## src/hwds_pkg.sv

```systemverilog
// Package of constants and carriers for the hot water demand sequencer
// Operation
// - No preheat start during tap; track tap flag
// - Start one-minute timer when inlet cooled
// - End preheat, force tap set event
// - Preheat selects plate setpoint and hysteresis
// - Preheat requests minimum rate, bypassing loop
// - Restart integrator when preheat ends
// - Storage enable gates all storage settings
// - Storage demand follows satisfied normal demand
// - Storage thresholds from storage setpoint offsets
// - Storage ranks between normal and frost demands
// - New normal demand resets storage timer
// - Higher demands pause service, timer runs
// - Expired storage waits for next normal cycle
// - Storage thresholds follow hysteresis step offset
// - Storage shares loop, source and pump
// - Frost pump on below 45F or outdoor
// - Frost pump holds, then overrun timer
// - Frost pump request overrides all others
// - Frost burner below 38F at minimum rate
// - Frost burner ends above 50F and 41F
// - Invalid sensors ignored by frost logic
// - Preheat off threshold is setpoint plus hysteresis
package hwds_pkg;
    // Temperatures are signed tenths of a degree F
    localparam int TEMP_W = 12;
    localparam int TIME_W = 16;
    localparam int CLK_HZ = 20000000;
    localparam int TICK_S = 1;
    localparam int TICK_CYCLES = CLK_HZ * TICK_S;
    localparam int TAP_TIMER_S = 60;
    localparam logic signed [TEMP_W-1:0] FROST_PUMP_ON = 12'sh1C2;
    localparam logic signed [TEMP_W-1:0] FROST_OUT_OFF = 12'sh1F4;
    localparam logic signed [TEMP_W-1:0] FROST_OD_BAND = 12'sh028;
    localparam logic signed [TEMP_W-1:0] FROST_BURN_ON = 12'sh17C;
    localparam logic signed [TEMP_W-1:0] FROST_IN_OFF = 12'sh19A;
    localparam logic [7:0] RATE_MIN = 8'h00;

    typedef enum logic [2:0] {
        HWDS_SRC_NONE = 3'b000,
        HWDS_SRC_CH = 3'b001,
        HWDS_SRC_DHW = 3'b010,
        HWDS_SRC_LL = 3'b011,
        HWDS_SRC_PREHEAT = 3'b100,
        HWDS_SRC_STORE = 3'b101,
        HWDS_SRC_FROST = 3'b110
    } hwds_src_t;

    typedef struct packed {
        logic signed [TEMP_W-1:0] value;
        logic valid;
    } hwds_temp_t;

    typedef struct packed {
        logic signed [TEMP_W-1:0] setpoint;
        logic signed [TEMP_W-1:0] onHyst;
        logic signed [TEMP_W-1:0] offHyst;
    } hwds_band_t;
endpackage

```

## src/hwds_sync.sv

```systemverilog
// Three-stage synchroniser for external levels
`timescale 1ns/1ns
`default_nettype none
module hwds_sync #(
    parameter int W = 1
) (
    // Clock and reset
    input wire logic ref_clk,
    input wire logic srst,
    // Level in and out
    input wire logic [W-1:0] din,
    output logic [W-1:0] dout
);
    typedef struct packed {
        logic [W-1:0] s1;
        logic [W-1:0] s2;
        logic [W-1:0] s3;
        logic [W-1:0] q;
    } hwds_sync_state_t;
    hwds_sync_state_t st_reg;
    hwds_sync_state_t st_next;

    always_comb begin
        st_next = st_reg;
        st_next.s1 = din;
        st_next.s2 = st_reg.s1;
        st_next.s3 = st_reg.s2;
        // Bit changes only once the later stages agree
        for (int i = 0; i < W; i++) begin
            if (st_reg.s2[i] == st_reg.s3[i]) begin
                st_next.q[i] = st_reg.s3[i];
            end
        end
    end

    always_ff @(posedge ref_clk) begin
        if (srst) begin
            st_reg <= '0;
        end else begin
            st_reg <= st_next;
        end
    end

    assign dout = st_reg.q;
endmodule
`default_nettype wire

```

## src/hwds_tick.sv

```systemverilog
// Whole-second tick divider
`timescale 1ns/1ns
`default_nettype none
module hwds_tick #(
    parameter int CYCLES = hwds_pkg::TICK_CYCLES
) (
    // Clock and reset
    input wire logic ref_clk,
    input wire logic srst,
    // Tick
    output logic tick
);
    typedef struct packed {
        logic [31:0] cnt;
        logic tick;
    } hwds_tick_state_t;
    hwds_tick_state_t st_reg;
    hwds_tick_state_t st_next;

    always_comb begin
        st_next = st_reg;
        st_next.tick = 1'b0;
        if (st_reg.cnt >= 32'(CYCLES - 1)) begin
            st_next.cnt = 32'h0;
            st_next.tick = 1'b1;
        end else begin
            st_next.cnt = st_reg.cnt + 32'h1;
        end
    end

    always_ff @(posedge ref_clk) begin
        if (srst) begin
            st_reg <= '0;
        end else begin
            st_reg <= st_next;
        end
    end

    assign tick = st_reg.tick;
endmodule
`default_nettype wire

```

## src/hwds_top.sv

```systemverilog
// Hot water demand sequencer: preheat, storage and frost demand logic
`timescale 1ns/1ns
`default_nettype none
module hwds_top #(
    parameter int TICK_CYCLES = hwds_pkg::TICK_CYCLES,
    parameter int TAP_TIMER_S = hwds_pkg::TAP_TIMER_S
) (
    // Clock and reset
    input wire logic ref_clk,
    input wire logic srst,
    // Sensors
    input wire hwds_pkg::hwds_temp_t dhwTemp,
    input wire hwds_pkg::hwds_temp_t inletTemp,
    input wire hwds_pkg::hwds_temp_t outletTemp,
    input wire hwds_pkg::hwds_temp_t headerTemp,
    input wire hwds_pkg::hwds_temp_t outdoorTemp,
    input wire logic headerIsControl,
    // Demand inputs, already in this clock domain
    input wire logic preheatStartReq,
    input wire logic tapDemand,
    input wire logic dhwCall,
    input wire logic centralHeatDemand,
    input wire logic leadLagDemand,
    // Configuration
    input wire hwds_pkg::hwds_band_t dhwBand,
    input wire hwds_pkg::hwds_band_t plateBand,
    input wire hwds_pkg::hwds_band_t storeBand,
    input wire logic signed [hwds_pkg::TEMP_W-1:0] stepOffset,
    input wire logic [hwds_pkg::TIME_W-1:0] preheatMinOnS,
    input wire logic [hwds_pkg::TIME_W-1:0] storeTimeS,
    input wire logic [hwds_pkg::TIME_W-1:0] frostOverrunS,
    input wire logic storeEnable,
    input wire logic frostEnable,
    input wire logic signed [hwds_pkg::TEMP_W-1:0] frostOutdoorSetpoint,
    // Outputs
    output logic preheatActive,
    output logic tapSetEvent,
    output logic pidRestart,
    output logic pidBypass,
    output logic [7:0] rateRequest,
    output hwds_pkg::hwds_band_t activeBand,
    output logic dhwPumpReq,
    output logic chPumpFrostReq,
    output logic burnerDemand,
    output hwds_pkg::hwds_src_t burnerSource
);
    typedef struct packed {
        logic preheat;
        logic tapFlag;
        logic signed [hwds_pkg::TEMP_W-1:0] inletLatch;
        logic tapTimerRun;
        logic [hwds_pkg::TIME_W-1:0] tapTimer;
        logic [hwds_pkg::TIME_W-1:0] minOnTimer;
        logic tapPrev;
        logic callPrev;
        logic storeArmed;
        logic storeActive;
        logic [hwds_pkg::TIME_W-1:0] storeTimer;
        logic frostPump;
        logic overrunRun;
        logic [hwds_pkg::TIME_W-1:0] overrunTimer;
        logic frostBurn;
        logic preheatOut;
        logic tapSet;
        logic pidRst;
        logic [7:0] rate;
        hwds_pkg::hwds_band_t band;
        logic dhwPump;
        logic chPump;
        logic burner;
        hwds_pkg::hwds_src_t src;
    } hwds_state_t;
    hwds_state_t st_reg;
    hwds_state_t st_next;

    logic tick;
    logic [64:0] syncIn;
    logic [64:0] syncOut;
    hwds_pkg::hwds_temp_t sDhw;
    hwds_pkg::hwds_temp_t sIn;
    hwds_pkg::hwds_temp_t sOut;
    hwds_pkg::hwds_temp_t sHdr;
    hwds_pkg::hwds_temp_t sOd;

    hwds_tick #(
        .CYCLES(TICK_CYCLES)
    ) u_tick (
        .ref_clk(ref_clk),
        .srst(srst),
        .tick(tick)
    );

    // Readings travel with their flags, so a dying sensor's noise is never taken as valid
    assign syncIn = {dhwTemp, inletTemp, outletTemp, headerTemp, outdoorTemp};
    assign {sDhw, sIn, sOut, sHdr, sOd} = syncOut;

    hwds_sync #(
        .W(65)
    ) u_sync (
        .ref_clk(ref_clk),
        .srst(srst),
        .din(syncIn),
        .dout(syncOut)
    );

    function automatic logic [hwds_pkg::TIME_W-1:0] countDown(
        input logic [hwds_pkg::TIME_W-1:0] t,
        input logic en
    );
        if (en && t != '0) begin
            return t - 16'h1;
        end
        return t;
    endfunction

    function automatic logic signed [hwds_pkg::TEMP_W-1:0] tAdd(
        input logic signed [hwds_pkg::TEMP_W-1:0] a,
        input logic signed [hwds_pkg::TEMP_W-1:0] b
    );
        return a + b;
    endfunction

    always_comb begin
        logic dhwOk;
        logic inOk;
        logic outOk;
        logic odOk;
        logic ctlOk;
        logic signed [hwds_pkg::TEMP_W-1:0] ctlT;
        logic signed [hwds_pkg::TEMP_W-1:0] offThr;
        logic endPreheat;
        logic higher;
        logic pumpOn;
        logic pumpHold;
        logic burnOn;
        logic burnOff;
        dhwOk = sDhw.valid;
        inOk = sIn.valid;
        outOk = sOut.valid;
        odOk = sOd.valid;
        ctlOk = headerIsControl ? sHdr.valid : sOut.valid;
        ctlT = headerIsControl ? sHdr.value : sOut.value;
        offThr = tAdd(plateBand.setpoint, plateBand.offHyst);
        endPreheat = 1'b0;
        higher = 1'b0;
        pumpOn = 1'b0;
        pumpHold = 1'b0;
        burnOn = 1'b0;
        burnOff = 1'b0;
        st_next = st_reg;
        st_next.tapSet = 1'b0;
        st_next.pidRst = 1'b0;
        st_next.tapPrev = tapDemand;
        st_next.callPrev = dhwCall;

        // Preheat and tap during preheat
        st_next.minOnTimer = countDown(st_reg.minOnTimer, tick);
        if (!st_reg.preheat) begin
            if (preheatStartReq && !tapDemand) begin
                st_next.preheat = 1'b1;
                st_next.tapFlag = 1'b0;
                st_next.tapTimerRun = 1'b0;
                st_next.inletLatch = sIn.value;
                st_next.minOnTimer = preheatMinOnS;
            end
        end else begin
            if (tapDemand && !st_reg.tapPrev) begin
                st_next.tapFlag = 1'b1;
            end
            if (st_reg.tapTimerRun) begin
                st_next.tapTimer = countDown(st_reg.tapTimer, tick);
            end
            if (st_reg.tapFlag) begin
                if (inOk && sIn.value < st_reg.inletLatch && !st_reg.tapTimerRun) begin
                    st_next.tapTimerRun = 1'b1;
                    st_next.tapTimer = 16'(TAP_TIMER_S);
                end
                if ((st_reg.tapTimerRun && st_reg.tapTimer == '0)
                        || (dhwOk && sDhw.value >= sIn.value)) begin
                    endPreheat = 1'b1;
                    st_next.tapSet = 1'b1;
                end
            end
            if (dhwOk && sDhw.value >= offThr && st_reg.minOnTimer == '0) begin
                endPreheat = 1'b1;
                st_next.tapSet = st_reg.tapFlag;
            end
            if (endPreheat) begin
                st_next.preheat = 1'b0;
                st_next.tapTimerRun = 1'b0;
                st_next.pidRst = 1'b1;
            end
        end

        // Storage demand
        higher = centralHeatDemand || leadLagDemand;
        if (!storeEnable) begin
            st_next.storeArmed = 1'b0;
            st_next.storeActive = 1'b0;
        end else if (dhwCall) begin
            st_next.storeArmed = 1'b1;
            st_next.storeActive = 1'b0;
        end else if (st_reg.callPrev && st_reg.storeArmed) begin
            st_next.storeActive = 1'b1;
            st_next.storeArmed = 1'b0;
            st_next.storeTimer = storeTimeS;
        end else if (st_reg.storeActive) begin
            st_next.storeTimer = countDown(st_reg.storeTimer, tick);
            if (st_reg.storeTimer == '0) begin
                st_next.storeActive = 1'b0;
            end
        end

        // Central heat frost pump
        pumpOn = (ctlOk && ctlT < hwds_pkg::FROST_PUMP_ON)
            || (odOk && sOd.value < frostOutdoorSetpoint);
        // Missing outdoor sensor cannot hold the pump on
        pumpHold = (odOk && sOd.value
                <= tAdd(frostOutdoorSetpoint, hwds_pkg::FROST_OD_BAND))
            || (outOk && sOut.value <= hwds_pkg::FROST_OUT_OFF);
        if (!frostEnable) begin
            st_next.frostPump = 1'b0;
            st_next.overrunRun = 1'b0;
        end else if (pumpOn) begin
            st_next.frostPump = 1'b1;
            st_next.overrunRun = 1'b0;
        end else if (st_reg.frostPump && !pumpHold) begin
            st_next.frostPump = 1'b0;
            st_next.overrunRun = 1'b1;
            st_next.overrunTimer = frostOverrunS;
        end else if (st_reg.overrunRun) begin
            st_next.overrunTimer = countDown(st_reg.overrunTimer, tick);
            if (st_reg.overrunTimer == '0) begin
                st_next.overrunRun = 1'b0;
            end
        end

        // Frost burner demand, invalid sensors drop out
        burnOn = ctlOk && outOk && sOut.value < hwds_pkg::FROST_BURN_ON;
        burnOff = (!outOk || sOut.value > hwds_pkg::FROST_OUT_OFF)
            && (!inOk || sIn.value > hwds_pkg::FROST_IN_OFF);
        if (!frostEnable || burnOff) begin
            st_next.frostBurn = 1'b0;
        end else if (burnOn) begin
            st_next.frostBurn = 1'b1;
        end

        // Arbitration and outputs
        st_next.burner = 1'b1;
        st_next.rate = hwds_pkg::RATE_MIN;
        st_next.band = dhwBand;
        if (centralHeatDemand) begin
            st_next.src = hwds_pkg::HWDS_SRC_CH;
        end else if (dhwCall || tapDemand) begin
            st_next.src = hwds_pkg::HWDS_SRC_DHW;
        end else if (leadLagDemand) begin
            st_next.src = hwds_pkg::HWDS_SRC_LL;
        end else if (st_next.preheat) begin
            st_next.src = hwds_pkg::HWDS_SRC_PREHEAT;
        end else if (st_next.storeActive) begin
            st_next.src = hwds_pkg::HWDS_SRC_STORE;
        end else if (st_next.frostBurn) begin
            st_next.src = hwds_pkg::HWDS_SRC_FROST;
        end else begin
            st_next.src = hwds_pkg::HWDS_SRC_NONE;
            st_next.burner = 1'b0;
        end
        if (st_next.preheat) begin
            st_next.band = plateBand;
        end else if (st_next.storeActive && !higher && !dhwCall) begin
            st_next.band.setpoint = storeBand.setpoint;
            st_next.band.onHyst = tAdd(storeBand.onHyst, stepOffset);
            st_next.band.offHyst = tAdd(storeBand.offHyst, stepOffset);
        end
        st_next.preheatOut = st_next.preheat;
        st_next.dhwPump = dhwCall || st_next.storeActive;
        st_next.chPump = st_next.frostPump || st_next.overrunRun;
    end

    always_ff @(posedge ref_clk) begin
        if (srst) begin
            st_reg <= '0;
        end else begin
            st_reg <= st_next;
        end
    end

    assign preheatActive = st_reg.preheatOut;
    assign tapSetEvent = st_reg.tapSet;
    assign pidRestart = st_reg.pidRst;
    assign pidBypass = st_reg.preheatOut;
    assign rateRequest = st_reg.rate;
    assign activeBand = st_reg.band;
    assign dhwPumpReq = st_reg.dhwPump;
    assign chPumpFrostReq = st_reg.chPump;
    assign burnerDemand = st_reg.burner;
    assign burnerSource = st_reg.src;
endmodule
`default_nettype wire
```

## config.mk

```make
export PLATFORM = sky130hd
export DESIGN_NAME = hwds_top
export DESIGN_NICKNAME = d
export VERILOG_FILES = /design/src/hwds_pkg.sv /design/src/hwds_sync.sv /design/src/hwds_tick.sv /design/src/hwds_top.sv
export SDC_FILE = /design/constraint.sdc
export NUM_CORES = 1
export LEC_CHECK = 0
export ABC_AREA = 1
export BUFFER_PORTS_ARGS = -buffer_cell sky130_fd_sc_hd__buf_2
export CAP_MARGIN = 10
export CORE_MARGIN = 1.5
export CORE_UTILIZATION = 32
export DETAILED_ROUTE_END_ITERATION = 10
export PLACE_DENSITY = 0.48
export SETUP_SLACK_MARGIN = 0.1
export SLEW_MARGIN = 20
export SYNTH_ARGS = -nofsm -noshare
export SYNTH_HDL_FRONTEND = slang
export SYNTH_SLANG_ARGS = --single-unit
export TNS_END_PERCENT = 5
```

## constraint.sdc

```tcl
create_clock -name ref_clk -period 4.4 [get_ports ref_clk]
set_input_delay 0.66 -clock ref_clk [delete_from_list [all_inputs] [get_ports ref_clk]]
set_output_delay 0.66 -clock ref_clk [all_outputs]
set_load 0.01 [all_outputs]
```

Word level (Yosys, flattened, before mapping)
Index checks and enable logic that the tools add are counted.

operators by class
  add/subtract/negate cells = 9
  order comparisons = 11
  equality and inequality tests = 68
  multiplexer cells = 70
  bitwise gates (word level) = 4
  reductions and logical operators = 66

operator list
  kind                   count
  $mux 16                11
  $mux 17                6
  $mux 36                2
  $eq 1x1->1             65
  $logic_not 16->1       4
  $reduce_bool 16->1     4
  $sub 16x1->16 const B  4
  $mux 1                 40
  $add 12x12->12         3
  $add 32x1->32 const B  1
  $ge 32x25->1 const B   1
  $ge 12x12->1           2
  $gt 12x10->1 const B   2
  $lt 12x10->1 const B   2
  $lt 12x12->1           2
  $logic_and 1x1->1      23
  $mux 15                1
  $add 12x7->12 const B  1
  $le 12x10->1 const B   1
  $le 12x12->1           1
  $mux 12                1
  $mux 2                 6
  $reduce_bool 2->1      6
  $logic_or 1x1->1       10
  11 further kinds       29

word-level totals
  register bits after elaboration = 431
  word-level logic and storage cells = 325

Longest topological paths before layout
  depth after elaboration = 17
  gate-level depth with buffers = 24

Hierarchy
Synthesis repeated with hierarchy kept, for this count alone.

second synthesis, totals
  cell total of the unflattened synthesis = 2,788
  area total of the unflattened synthesis = 20,937.6 sq um

by module, submodules not included
  module     times used  cells each  area each (sq um)  seq. area each (sq um)
  hwds_top   1           1,653       10,750.3           2,602.5
  hwds_sync  1           940         8,624.5            5,205.0
  hwds_tick  1           195         1,562.7            660.6

Least setup slack after synthesis
No wires, ideal clock.

  path kind = in2reg
  start point = input port plateBand[0] (netlist name)
  end point = register st_reg, in the netlist activeBand[0]
  arrival = 3.423 ns
  required time = 4.286 ns
  path slack = 0.863 ns
  stages = 23
  buffers on the path = 1
  path through = ha_1 > fa_1 > a21oi_1 > o21bai_1 > nand2_1 > o211ai_1 > a21o_1 > a21oi_1 > xor2_1 > ha_1 > nand2_1 > nor2_1 > and2_1 > nand2_1 > nand3_1 > nand2_1 > nand3_1 > nand3_2 > nand3_4 > nand2_4 > buf_6 > nand3_1 > nand2_1

on the way
  word-level cells in the longest chain between the ends = 9

ends and longest elaborated chain
  item                             line             RTL
  start: declaration               hwds_top.sv:26   input wire hwds_pkg::hwds_band_t plateBand,
  $add 12x12->12                   hwds_top.sv:120  return a + b;
  $ge 12x12->1                     hwds_top.sv:184  if (dhwOk && sDhw.value >= offThr && st_reg.minOnTimer == '0) begin
  $logic_and 1x1->1 (2 in series)  hwds_top.sv:184
  $mux 1                           hwds_top.sv:184
  $mux 1                           hwds_top.sv:158  if (!st_reg.preheat) begin
  $mux 1                           hwds_top.sv:188  if (endPreheat) begin
  $mux 2                           hwds_top.sv:158
  $mux 36 *                        hwds_top.sv:268  if (st_next.preheat) begin
  end signal: assignment           hwds_top.sv:284  st_reg <= st_next;
  end: declaration                 hwds_top.sv:73   hwds_state_t st_reg;

Mark *: on every way between the ends. The rest lies on a longest branch, timed or not. The select of a mux whose other input is x is not followed.
A chain may end at the register's enable or synchronous reset.

Worst setup path in the final report
  start point = input port plateBand[0] (netlist name)
  end point = register st_reg, in the netlist activeBand[15]

on the way
  word-level cells in the longest chain between the ends = 9

ends and longest elaborated chain
  item                             line
  $add 12x12->12                   hwds_top.sv:120
  $ge 12x12->1                     hwds_top.sv:184
  $logic_and 1x1->1 (2 in series)  hwds_top.sv:184
  $mux 1                           hwds_top.sv:184
  $mux 1                           hwds_top.sv:158
  $mux 1                           hwds_top.sv:188
  $mux 2                           hwds_top.sv:158
  $mux 36                          hwds_top.sv:268

Every way passes these cells. The select of a mux whose other input is x is not followed.

==> impl_metrics.env <==
export IMPL_status="finished clean"
export IMPL_layout_drive_gt1_share_pct=15.6
export IMPL_startpoint_type="input pin"
export IMPL_synth_flop_cell="dfxtp_1"
export IMPL_gp_congestion=0.876
export IMPL_ir_drop_v=0.000256
export IMPL_dr_total_vias=16889
export IMPL_layout_nets=3250
export IMPL_post_drt_wl_per_cell_um=13.8
export IMPL_std_cell_rows=91
export IMPL_r2r_start="st_reg[89]$_SDFFE_PP0P_"
export IMPL_drt_vias_per_instance=4.54
export IMPL_max_slew_margin_rel_pct=42.3
export IMPL_largest_reg_flops=128
export IMPL_clockBufferDepth=3
export IMPL_multiInputGateArea_sq_um=9000
export IMPL_async_flop_share_pct=0
export IMPL_syn2layout_area_growth_pct=17.5
export IMPL_synth_xor_area_share_pct=4.01
export IMPL_ctsRootBufferMaster="clkbuf_16"
export IMPL_syn_inst=2660
export IMPL_r2r_end="activeBand[26]$_SDFF_PP0_"
export IMPL_synth_edf_count=0
export IMPL_dp_hpwl_mm=37.8
export IMPL_ant_nets=0
export IMPL_fp_dieH_um=252
export IMPL_first_iter_violations=800
export IMPL_route_detailed_drc=0
export IMPL_grt_overflow_total=0
export IMPL_grt_max_degree=176
export IMPL_synth_compound_area_share_pct=11.0
export IMPL_highest_layer="met4"
export IMPL_numClockSinks=419
export IMPL_slew_viol_final=0
export IMPL_swShare_pct=25.3
export IMPL_ctsResizeCount=0
export IMPL_fin_area_sq_um=23300
export IMPL_clock_skew_ps=14.3
export IMPL_grt_use_total_pct=16.0
export IMPL_clockPowerShare_pct=45.1
export IMPL_setup_viol=0
export IMPL_io_pins=309
export IMPL_numCtsBuffers=48
export IMPL_postCtsHoldBufs=0
export IMPL_die_area_sq_um=63500
export IMPL_reg2reg_setup_slack_ps=1640
export IMPL_grt_pass1_wl_mm=82.9
export IMPL_max_freq_ghz=0.275
export IMPL_dr_wl_met2_mm=22.9
export IMPL_grt_pass1_vias=16612
export IMPL_synth_simple_area_share_pct=23.7
export IMPL_finalCriticalPeriod_ps=3630
export IMPL_cts_tree="built"
export IMPL_worstMarginPinSlew_ps=865
export IMPL_diodes=0
export IMPL_coreArea_sq_um=61500
export IMPL_crit_type="in -> reg"
export IMPL_worstPathRequired_ps=4920
export IMPL_fp_dieW_um=252
export IMPL_wl_mm=51.2
export IMPL_synth_top_family_by_area="simple AND/OR/NAND/NOR gates"
export IMPL_holdCritPathClass="in -> reg"
export IMPL_ys_ff_latch=419
export IMPL_final_util_pct=37.9
export IMPL_place_area_sq_um=21600
export IMPL_p_comb_share_pct=10.8
export IMPL_synth_cell_types=55
export IMPL_synth_seq_area_share_pct=42.3
export IMPL_finalSetupTns_ps=0
export IMPL_synth_mux_area_share_pct=0.0568
export IMPL_finalCritPeriodShare_pct=82.6
export IMPL_internal_power_uw=6810
export IMPL_reg2reg_depth=10
export IMPL_endpoint_kind="flip-flop"
export IMPL_holdPathStages=3
export IMPL_regArea_sq_um=8390
export IMPL_synth_area_sq_um=19800
export IMPL_synthAdderAreaFrac_pct=6.36
export IMPL_antenna_found_initial=0
export IMPL_power_density_nw_per_um2=391
export IMPL_io_buffers=299
export IMPL_clk_pin_slew_ps=60
export IMPL_post_cts_setup_buffers=0
export IMPL_hold_end="u_sync.st_next[149]$_SDFF_PP0_"
export IMPL_rsz0062_at_grt="no"
export IMPL_arrival_ps=4150
export IMPL_cts_htree_levels=2
export IMPL_fill_cells=6463
export IMPL_ys_warn_count=0
export IMPL_min_from="headerTemp[6]"
export IMPL_hold_viol_final=0
export IMPL_crit_fanout=36
export IMPL_wl_met3_mm=2.36
export IMPL_worstSkewPairLatency_ps=580
export IMPL_maxCapViolCount=0
export IMPL_switchingPower_uw=2300
export IMPL_power_leakage_uw=0.0112
export IMPL_synth_area_per_cell_sq_um=7.46
export IMPL_start_util_pct=32.3
export IMPL_seqPwrFrac_pct=44.1
export IMPL_dr_pass1_iters=5
export IMPL_drt_met1_wl_mm=24.8
power groups by stage:
stage          Clock (uW)  Sequential (uW)  Combinational [uW]
2_1_floorplan           0             4070                 705
3_3_place_gp            0             4100                 984
3_5_place_dp            0             4100                 992
4_1_cts              4280             4020                 998
5_1_grt              4420             4030                1130
6_report             4100             4020                 987
logic make-up after synthesis:
family / after synthesis
xor+xnor: 90
simple gates: 1082
other cells: 1
compound gates: 389
flops: 419
mux: 1
fa+ha+maj: 99
buf+inv: 579
per-stage QoR:
step | power (uW) | setup WS [ps] | instances | hold WS [ps]
global placement | 5080 | 204 | 3636 | 393
finish | 9110 | 766 | 3724 | 277
floorplan | 4780 | 863 | 2674 | 388
detailed placement | 5090 | 174 | 3636 | 393
global route | 9580 | 503 | 3724 | 256
CTS | 9290 | 794 | 3724 | 232
layout by cell type, fill, tap and decap left out, types with 7 or more instances in the layout:
master and instances:
nor3_1 34, a31oi_1 17, xnor2_1 20, nand2_1 365
nand3_1 122, clkbuf_8 15, clkbuf_16 50, ha_1 96
nand4_1 74, conb_1 15, clkbuf_1 7, xor2_1 69
clkinv_2 9, inv_1 433, o21bai_1 9, dfxtp_1 419
o211ai_1 11, o21ai_0 136, o21ai_2 10, a21oi_1 157
nor4_1 7, inv_2 9, a211oi_1 24, buf_2 298
nor2_1 429, nand2_2 17, o21ai_1 9
synth_stat cells, types with 7 or more instances:
cell type | instances | area (sq um)
inv_1 | 434 | 1630
nor2_1 | 429 | 1610
dfxtp_1 | 419 | 8390
nand2_1 | 365 | 1370
a21oi_1 | 157 | 786
o21ai_0 | 136 | 681
nand3_1 | 122 | 611
ha_1 | 96 | 1200
nand4_1 | 74 | 463
xor2_1 | 69 | 604
buf_4 | 49 | 368
clkbuf_1 | 43 | 161
nor3_1 | 34 | 170
a211oi_1 | 24 | 180
xnor2_1 | 20 | 175
buf_2 | 18 | 90.1
a31oi_1 | 17 | 106
nand2_2 | 17 | 106
buf_1 | 13 | 48.8
o211ai_1 | 11 | 82.6
o21ai_2 | 10 | 87.6
inv_2 | 9 | 33.8
o21ai_1 | 9 | 45.0
o21bai_1 | 9 | 67.6
buf_6 | 8 | 90.1
nor4_1 | 7 | 43.8
worst max-delay path by stage:
stage / slack, ps / depth (start not counted) / from / end
2_1_floorplan: 860 / 23 / plateBand[0] / activeBand[0]$_SDFF_PP0_
3_3_place_gp: 200 / 23 / plateBand[0] / activeBand[33]$_SDFF_PP0_
3_5_place_dp: 170 / 23 / plateBand[0] / activeBand[33]$_SDFF_PP0_
4_1_cts: 790 / 23 / plateBand[0] / activeBand[33]$_SDFF_PP0_
5_1_grt: 500 / 23 / plateBand[0] / activeBand[32]$_SDFF_PP0_
6_report: 770 / 23 / plateBand[0] / activeBand[15]$_SDFF_PP0_
per-layer routing:
layer | up-vias | global-route usage, %
li1 | 8856 | -
met1 | 7631 | 21.3
met2 | 329 | 26.4
met3 | 73 | 2.52
met4 | 0 | 4.84
met5 | - | 0
area by class of cell:
cell class / count / area share (%)
Clock inverter: 17 / 0.789
Tap cell: 790 / 4.24
Timing Repair Buffer: 307 / 6.83
Sequential cell: 419 / 36.0
Multi-Input combinational cell: 1676 / 38.6
Inverter: 444 / 7.19
Clock buffer: 71 / 6.31
worst max-delay path, stage by stage:
cell,delay [ps]
buf_2,130
ha_1,220
fa_1,400
a21oi_1,150
o21bai_1,130
nand2_1,90
o211ai_1,120
a21o_1,190
a21oi_1,170
xor2_1,180
ha_1,250
nand2_1,80
nor2_1,50
and2_1,140
nand2_1,80
nand3_1,70
nand2_1,60
nand3_1,90
nand3_2,130
nand3_4,120
nand2_4,400
nand3_1,130
nand2_1,90
Power figures use the tool's default switching activity.
